--- src/hdl/ppol_regs.vh ---
// Notes on behaviour
// - Sleep clamp grounds digital input before trigger
// - Enabled external interrupt pin escapes the clamp
// - Clamp release sets any-change flag on high
// - Pull-up: forced value, else dir/drive/kill 010
// - Forced pull-up ignores register bits
// - Driver enable from forced value or direction
// - Forced driver enable ignores direction bit
// - Driven level from forced value or drive
// - Forced value ignores drive bit entirely
// - Input enable forced, else by sleep state
// - Forced input enable ignores sleep state
// - Alternate input raw after trigger, unsynchronised
// - Analog path wired straight to pad
// - Kill bit two disables every unforced pull-up
// - Port strobes per port, clamp/kill global
// - Direction one is output, zero input
// - Drive bit: pull-up on input, level on output
// - Pin value through two-stage synchroniser
// - Reset tri-states pins immediately, clockless
`ifndef PPOL_REGS_VH
`define PPOL_REGS_VH
`define PPOL_ADDR_DIR 4'h0
`define PPOL_ADDR_DRIVE 4'h4
`define PPOL_ADDR_PIN 4'h8
`define PPOL_ADDR_SFIO 4'hc
`define PPOL_ADDR_FLAG 4'h0
`define PPOL_SFIO_KILL_BIT 2
`define PPOL_SFIO_RESET 8'h00
`endif

--- src/hdl/ppol_port.v ---
// Design decisions made here: the placing of the registers and the Wishbone slave port.
`include "ppol_regs.vh"
module ppol_port #(
  parameter WIDTH = 8
) (
  input wire clk_i,
  input wire rst_i,
  input wire ce_i,
  input wire wb_cyc_i,
  input wire wb_stb_i,
  input wire wb_we_i,
  input wire [3:0] wb_adr_i,
  input wire [3:0] wb_sel_i,
  input wire [31:0] wb_dat_i,
  output reg [31:0] wb_dat_o,
  output reg wb_ack_o,
  input wire sleep_clamp_i,
  input wire [WIDTH-1:0] ext_int_en_i,
  input wire [WIDTH-1:0] ext_int_any_i,
  output reg [WIDTH-1:0] ext_int_flag_o,
  input wire [WIDTH-1:0] ext_int_flag_clr_i,
  input wire [WIDTH-1:0] pullup_force_en_i,
  input wire [WIDTH-1:0] pullup_force_val_i,
  input wire [WIDTH-1:0] dir_force_en_i,
  input wire [WIDTH-1:0] dir_force_val_i,
  input wire [WIDTH-1:0] value_force_en_i,
  input wire [WIDTH-1:0] value_force_val_i,
  input wire [WIDTH-1:0] input_en_force_en_i,
  input wire [WIDTH-1:0] input_en_force_val_i,
  output wire [WIDTH-1:0] alt_fn_sense_input_o,
  input wire [WIDTH-1:0] pad_i,
  output wire [WIDTH-1:0] pad_o,
  output wire [WIDTH-1:0] pad_oe_o,
  output wire [WIDTH-1:0] pad_pullup_o,
  output wire [WIDTH-1:0] alt_fn_pad_analog_o
);
  // Software-visible pin configuration
  reg [WIDTH-1:0] pin_dir_bit;
  reg [WIDTH-1:0] pin_drive_bit;
  reg [7:0] special_function_io;

  // Clamped pin path, two flops behind the trigger
  reg [WIDTH-1:0] sync_a;
  reg [WIDTH-1:0] pin_sync_bit;

  // Raw pad path, synchronised for the wake flags
  reg [WIDTH-1:0] pad_meta;
  reg [WIDTH-1:0] pad_sync;

  // Sleep clamp as sampled one cycle earlier
  reg clamp_q;

  // Next values and write strobes
  reg [31:0] next_dat;
  reg [WIDTH-1:0] next_flag;
  reg wr_dir;
  reg wr_drive;
  reg wr_sfio;

  // Shared controls
  wire global_pullup_kill;
  wire clamp_fall;
  wire [WIDTH-1:0] run_mask;

  // Bus qualifiers
  wire bus_req;
  wire wr_strobe;
  wire rd_strobe;
  wire [WIDTH-1:0] wide_dat;

  // Read-back words, upper bits zero
  wire [31:0] dir_word;
  wire [31:0] drive_word;
  wire [31:0] pin_word;
  wire [31:0] sfio_word;

  // Per-pin results
  wire [WIDTH-1:0] clamp_act;
  wire [WIDTH-1:0] in_en;
  wire [WIDTH-1:0] trig;
  wire [WIDTH-1:0] drv_en;
  wire [WIDTH-1:0] drv_val;
  wire [WIDTH-1:0] pu_def;
  wire [WIDTH-1:0] pu_en;
  wire [WIDTH-1:0] wake_cand;
  wire [WIDTH-1:0] wake_set;

  // Kill bit, clamp and reset are common to every pin
  assign global_pullup_kill = special_function_io[`PPOL_SFIO_KILL_BIT];
  assign clamp_fall = clamp_q & ~sleep_clamp_i;
  assign run_mask = {WIDTH{~rst_i}};

  // A standing ack blocks a second take of the same request
  assign bus_req = wb_cyc_i & wb_stb_i & ~wb_ack_o;
  assign wr_strobe = bus_req & wb_we_i & wb_sel_i[0];
  assign rd_strobe = bus_req & ~wb_we_i;
  // Only the low WIDTH bits carry pin data
  assign wide_dat = wb_dat_i[WIDTH-1:0];

  assign dir_word = {{(32-WIDTH){1'b0}}, pin_dir_bit};
  assign drive_word = {{(32-WIDTH){1'b0}}, pin_drive_bit};
  assign pin_word = {{(32-WIDTH){1'b0}}, pin_sync_bit};
  assign sfio_word = {24'h00_0000, special_function_io};

  genvar n;

  // One slice of override logic per pin
  generate
    for (n = 0; n < WIDTH; n = n + 1) begin : pin_logic
      // Clamp spares pins with an enabled external interrupt
      assign clamp_act[n] = sleep_clamp_i & ~ext_int_en_i[n];
      // Peripheral override beats the sleep state
      assign in_en[n] = input_en_force_en_i[n] ?
                        input_en_force_val_i[n] :
                        ~clamp_act[n];
      // Disabled input is grounded ahead of the trigger
      assign trig[n] = pad_i[n] & in_en[n];
      // Output driver enable
      assign drv_en[n] = dir_force_en_i[n] ?
                         dir_force_val_i[n] :
                         pin_dir_bit[n];
      // Driven level, only seen while the driver is on
      assign drv_val[n] = value_force_en_i[n] ?
                          value_force_val_i[n] :
                          pin_drive_bit[n];
      // Register pull-up: input pin, drive bit set, no kill
      assign pu_def[n] = ~pin_dir_bit[n] & pin_drive_bit[n] & ~global_pullup_kill;
      // Peripheral pull-up override
      assign pu_en[n] = pullup_force_en_i[n] ?
                        pullup_force_val_i[n] :
                        pu_def[n];
      // High pin, any-change sensing, interrupt masked
      assign wake_cand[n] = ext_int_any_i[n] & ~ext_int_en_i[n] & pad_sync[n];
      // Clamp release counts as the requested change
      assign wake_set[n] = wake_cand[n] & clamp_fall;
    end
  endgenerate

  // Reset acts combinationally so pads float with no clock
  assign pad_oe_o = drv_en & run_mask;
  // Level is ignored by the pad unless enabled
  assign pad_o = drv_val & run_mask;
  assign pad_pullup_o = pu_en & run_mask;

  // Raw after the trigger; users add their own synchroniser
  assign alt_fn_sense_input_o = trig;
  // Straight wire from the pad input, one direction only
  assign alt_fn_pad_analog_o = pad_i;

  // Write decode; sel bit 0 qualifies every write
  always @* begin
    wr_dir = 1'b0;
    wr_drive = 1'b0;
    wr_sfio = 1'b0;
    if (wr_strobe) begin
      case (wb_adr_i)
        `PPOL_ADDR_DIR: begin
          wr_dir = 1'b1;
        end
        `PPOL_ADDR_DRIVE: begin
          wr_drive = 1'b1;
        end
        `PPOL_ADDR_SFIO: begin
          wr_sfio = 1'b1;
        end
        // Pin register is read only
        default: begin
          wr_dir = 1'b0;
        end
      endcase
    end
  end

  // Direction register, one means output
  always @(posedge clk_i) begin
    if (rst_i) begin
      pin_dir_bit <= {WIDTH{1'b0}};
    end else if (ce_i && wr_dir) begin
      pin_dir_bit <= wide_dat;
    end
  end

  // Drive register: pull-up on input, level on output
  always @(posedge clk_i) begin
    if (rst_i) begin
      pin_drive_bit <= {WIDTH{1'b0}};
    end else if (ce_i && wr_drive) begin
      pin_drive_bit <= wide_dat;
    end
  end

  // Special function register; bit 2 kills every unforced pull-up
  always @(posedge clk_i) begin
    if (rst_i) begin
      special_function_io <= `PPOL_SFIO_RESET;
    end else if (ce_i && wr_sfio) begin
      special_function_io <= wb_dat_i[7:0];
    end
  end

  // Ack one cycle after the take, dropped the cycle after
  always @(posedge clk_i) begin
    if (rst_i) begin
      wb_ack_o <= 1'b0;
    end else if (ce_i) begin
      wb_ack_o <= bus_req;
    end
  end

  // Read mux; only a taken read loads data
  always @* begin
    next_dat = 32'h0000_0000;
    if (rd_strobe) begin
      case (wb_adr_i)
        `PPOL_ADDR_DIR: begin
          next_dat = dir_word;
        end
        `PPOL_ADDR_DRIVE: begin
          next_dat = drive_word;
        end
        `PPOL_ADDR_PIN: begin
          next_dat = pin_word;
        end
        `PPOL_ADDR_SFIO: begin
          next_dat = sfio_word;
        end
        // Unmapped offsets read zero
        default: begin
          next_dat = 32'h0000_0000;
        end
      endcase
    end
  end

  // Read data stands for the ack cycle only
  always @(posedge clk_i) begin
    if (rst_i) begin
      wb_dat_o <= 32'h0000_0000;
    end else if (ce_i) begin
      wb_dat_o <= next_dat;
    end
  end

  // Clamped path, first flop, read only by the second
  always @(posedge clk_i) begin
    if (rst_i) begin
      sync_a <= {WIDTH{1'b0}};
    end else if (ce_i) begin
      sync_a <= trig;
    end
  end

  // Clamped path, second flop
  always @(posedge clk_i) begin
    if (rst_i) begin
      pin_sync_bit <= {WIDTH{1'b0}};
    end else if (ce_i) begin
      pin_sync_bit <= sync_a;
    end
  end

  // Raw pad, first flop, read only by the second
  always @(posedge clk_i) begin
    if (rst_i) begin
      pad_meta <= {WIDTH{1'b0}};
    end else if (ce_i) begin
      pad_meta <= pad_i;
    end
  end

  // Raw pad, second flop
  always @(posedge clk_i) begin
    if (rst_i) begin
      pad_sync <= {WIDTH{1'b0}};
    end else if (ce_i) begin
      pad_sync <= pad_meta;
    end
  end

  // Clamp delay for release detection
  always @(posedge clk_i) begin
    if (rst_i) begin
      clamp_q <= 1'b0;
    end else if (ce_i) begin
      clamp_q <= sleep_clamp_i;
    end
  end

  // Set beats a clear in the same cycle
  always @* begin
    next_flag = ext_int_flag_o & ~ext_int_flag_clr_i;
    next_flag = next_flag | wake_set;
  end

  // Sticky wake flags
  always @(posedge clk_i) begin
    if (rst_i) begin
      ext_int_flag_o <= {WIDTH{1'b0}};
    end else if (ce_i) begin
      ext_int_flag_o <= next_flag;
    end
  end
endmodule // ppol_port

--- config.mk ---
export PLATFORM = sky130hd
export DESIGN_NAME = ppol_port
export DESIGN_NICKNAME = d
export VERILOG_FILES = /design/src/hdl/ppol_port.v
export VERILOG_INCLUDE_DIRS = /design/src /design/src/hdl
export SDC_FILE = /design/constraint.sdc
export NUM_CORES = 1
export LEC_CHECK = 0
export ABC_AREA = 1
export BUFFER_PORTS_ARGS = -buffer_cell sky130_fd_sc_hd__buf_4
export CELL_PAD_IN_SITES_DETAIL_PLACEMENT = 1
export CELL_PAD_IN_SITES_GLOBAL_PLACEMENT = 1
export CORE_ASPECT_RATIO = 1.25
export CORE_MARGIN = 8
export CORE_UTILIZATION = 29
export DETAILED_ROUTE_END_ITERATION = 10
export GPL_TIMING_DRIVEN = 0
export HOLD_SLACK_MARGIN = 0.08
export MAX_ROUTING_LAYER = met4
export PLACE_DENSITY = 0.78
export SYNTH_ARGS = -nofsm -noshare
export SYNTH_HDL_FRONTEND = slang
export SYNTH_SLANG_ARGS = --single-unit
--- constraint.sdc ---
create_clock -name clk_i -period 1.6 [get_ports clk_i]
set_clock_uncertainty 0.1 [all_clocks]
set_input_delay 0 -clock clk_i [delete_from_list [all_inputs] [get_ports clk_i]]
set_output_delay 0 -clock clk_i [all_outputs]
set_load 0.1 [all_outputs]
==> flow_metrics.tcl <==
set metrics [dict create \
    worstSkewPairLatency_ns 0.34 \
    htreeDepth 3 \
    ys_warn_count 0 \
    maxSlewViolCount 0 \
    slew_headroom_pct 14.9 \
    core-area_um2 12700 \
    drive_gt1_share_pct 34.4 \
    worstPathMaxFanout 10 \
    clockBufferDepth 2 \
    grt_max_degree 13 \
    numCtsBuffers 9 \
    seq_power_share_pct 33.5 \
    power.internal_mw 3.91 \
    power_density_nw_per_um2 887 \
    reg2regPathDepth 8 \
    synth.area.top_cells "dfxtp_1, o21ai_0, nor2_1" \
    final-hold-violation-count 0 \
    place_congestion 0.912 \
    path_buf_inv 4 \
    switching_share_pct 32.4 \
    slowest_stage "dfxtp_4" \
    final_antenna_net_count 0 \
    start_util_pct 29.7 \
    hold_path_depth 4 \
    grt_usage_pct 21.1 \
    drtIter0Drc 194 \
    endpoint_kind "flop" \
    crit_type "reg2reg" \
    die_height_um 144 \
    antenna_found_initial 0 \
    vias 4721 \
    vdd_ir_drop_max_mv 0.386 \
    cp_cell_sequence "inv_1, nand4_1, buf_4, inv_2, nand2_4, buf_4, nor3_1, nor2_1" \
    hp-class "in2reg" \
    clock_sinks 74 \
    final_nets 955 \
    fin_util_pct 51.2 \
    hp-start "input_en_force_val_i[4]" \
    syn_inst 546 \
    synth_largest_area_cell "dfxtp_1" \
    p_clk_share_pct 39.1 \
    ys_ff_latch 74 \
    power_frac_comb_pct 27.5 \
    period_share_pct 96.8 \
    clkTransAtPathRegs_ns 0.06 \
    outcome "completed" \
    portBuffers 170 \
    dp_hpwl_um 12600 \
    max_stage_delay_ns 0.35 \
    fmax_ghz 0.645 \
    cts_root_buf "clkbuf_16" \
    cpMostUsedCell "buf_4" \
    cp_top_family "buffers and inverters" \
    rsz0062_at_grt "yes" \
    drt-wirelength-per-cell_um 17.9 \
    synth_area_per_cell_um2 6.91 \
    grt_pass1_wl_um 27900 \
    ys_types 25 \
    die_w_um 118 \
    grt-ovfl-total 0 \
    post-route-drc-count 0 \
    setup_viol 0 \
    die_area_um2 16900 \
    ios 224 \
    fin_cells 985 \
    tightestPinTransition_ns 1.28 \
    power.switching_mw 1.87 \
    crit_start "wb_ack_o" \
    avgViaCountPerCell 4.79 \
    synth_seq_area_share_pct 39.2 \
    post-route-min-period_ns 1.55 \
    fin_tns_setup_ns 0 \
    cts_tree "yes" \
    antenna_cells 0 \
    r2r_start "wb_ack_o" \
    critical_path_cell_count 8 \
    wl_um 17600 \
    grt_pass1_vias 5500 \
    arrival_ns 1.67 \
    synth_top_area_share_pct 39.2 \
    crit_required_ns 1.72 \
    synth_area_um2 3770 \
    area_growth_pct 72.4 \
    start_kind "flop" \
    p_leak_nw 3.08 \
    dp_cells 907 \
    dr.pass1.iters 4 \
    floorplan.rows 46 \
    timing.max_cap.violations 0 \
]
cell families after synthesis:
logic type / after synthesis / share of synthesized area (%)
compound gates: 147 / 20.3
buf+inv: 107 / 14.1
flops: 74 / 39.2
other cells: 1 / 0.0993
simple gates: 217 / 26.3
cell usage after synthesis:
cell / instances
nand2_1: 51
o21ai_1: 1
inv_1: 46
conb_1: 1
nand3b_1: 8
nor2_2: 1
nand3_1: 32
a21oi_1: 50
buf_1: 1
clkbuf_1: 17
inv_2: 4
nand2_2: 3
buf_2: 5
nor3_4: 1
nand4_1: 9
nor3_2: 1
o21ai_0: 88
nor2_1: 90
nor3_1: 16
buf_4: 33
dfxtp_1: 74
nand3_2: 1
a31o_2: 8
nor2_4: 4
clkinv_1: 1
repair_timing:
| action | 4_1_cts | 5_1_grt |
|---|---|---|
| endpoints found under the setup margin | 19 | 45 |
| buffers inserted | 1 | 3 |
| pin swaps | 0 | 1 |
| gates resized for setup | 1 | 18 |
| hold buffers | 66 | 0 |
| endpoints found under the hold margin | 57 | 0 |
power by group through the flow:
stage / registers (mW) / logic [mW] / clock network (mW)
CTS: 1.93 / 1.57 / 2.30
floorplan: 1.97 / 0.983 / 0
global route: 1.94 / 1.67 / 2.39
finish: 1.93 / 1.59 / 2.26
global placement: 1.97 / 1.40 / 0
detailed placement: 1.97 / 1.42 / 0
metal layers:
metal,part of all wire [%],track usage [%],up-vias
li1,-,-,2293
met1,39,21.3,2206
met2,53,38.8,188
met3,5.2,4.52,34
met4,2.7,9.59,0
met5,0,-,-
worst min-delay path, cell delays in order:
cell and delay, ns:
buf_4 0.10, o21ai_0 0.16, a31o_2 0.13, a21oi_1 0.06
placed cells by master, fill, tap and decap left out, drive strengths merged:
cell type / instances
dfxtp: 74
nor2: 95
conb: 24
dlygate4sd3: 59
buf: 210
bufinv: 2
o21ai: 89
nand3: 33
a21oi: 50
a31o: 8
nand2: 54
inv: 50
nand3b: 8
clkinv: 2
nor3: 18
clkbuf: 31
nand4: 9
clkinvlp: 1
final timing paths:
| path | endpoint | slack, ns |
|---|---|---|
| worst min register to register | wb_dat_o[6] | 0.37 |
| worst min-delay path | sync_a[4] | 0.07 |
| worst max-delay path | pin_dir_bit[3] | 0.05 |
| worst max register to register | pin_dir_bit[3] | 0.05 |
through the flow:
stage | total power, mW | cell area (µm²) | hold slack [ns] | setup WS (ns)
after floorplan | 2.95 | 4010 | 0.0349 | -0.0457
after global placement | 3.37 | 5490 | 0.145 | -0.00352
after detailed placement | 3.39 | 5490 | 0.158 | -0.0889
after CTS | 5.79 | 6500 | 0.0887 | 0.00936
after global routing | 5.99 | 6510 | 0.0961 | -0.0276
final | 5.77 | 6510 | 0.0681 | 0.0507
state kept, by name (all words and copies together), names as in the netlist:
name	count
ext_int_flag_o	8
special_function_io	8
clamp_q	1
pin_sync_bit	8
pin_drive_bit	8
pin_dir_bit	8
wb_ack_o	1
pad_sync	8
pad_meta	8
sync_a	8
wb_dat_o	8
layout make-up:
class / instances / area, µm²
fillers: 1610 / 6210
well taps: 168 / 210
clock buffers: 12 / 267
plain buffers: 55 / 348
repair buffers: 233 / 1920
flip-flops and latches: 74 / 1490
multi-input cells: 388 / 2010
inverters: 51 / 194
clock inverters: 4 / 72.6
Power figures use the tool's default switching activity.
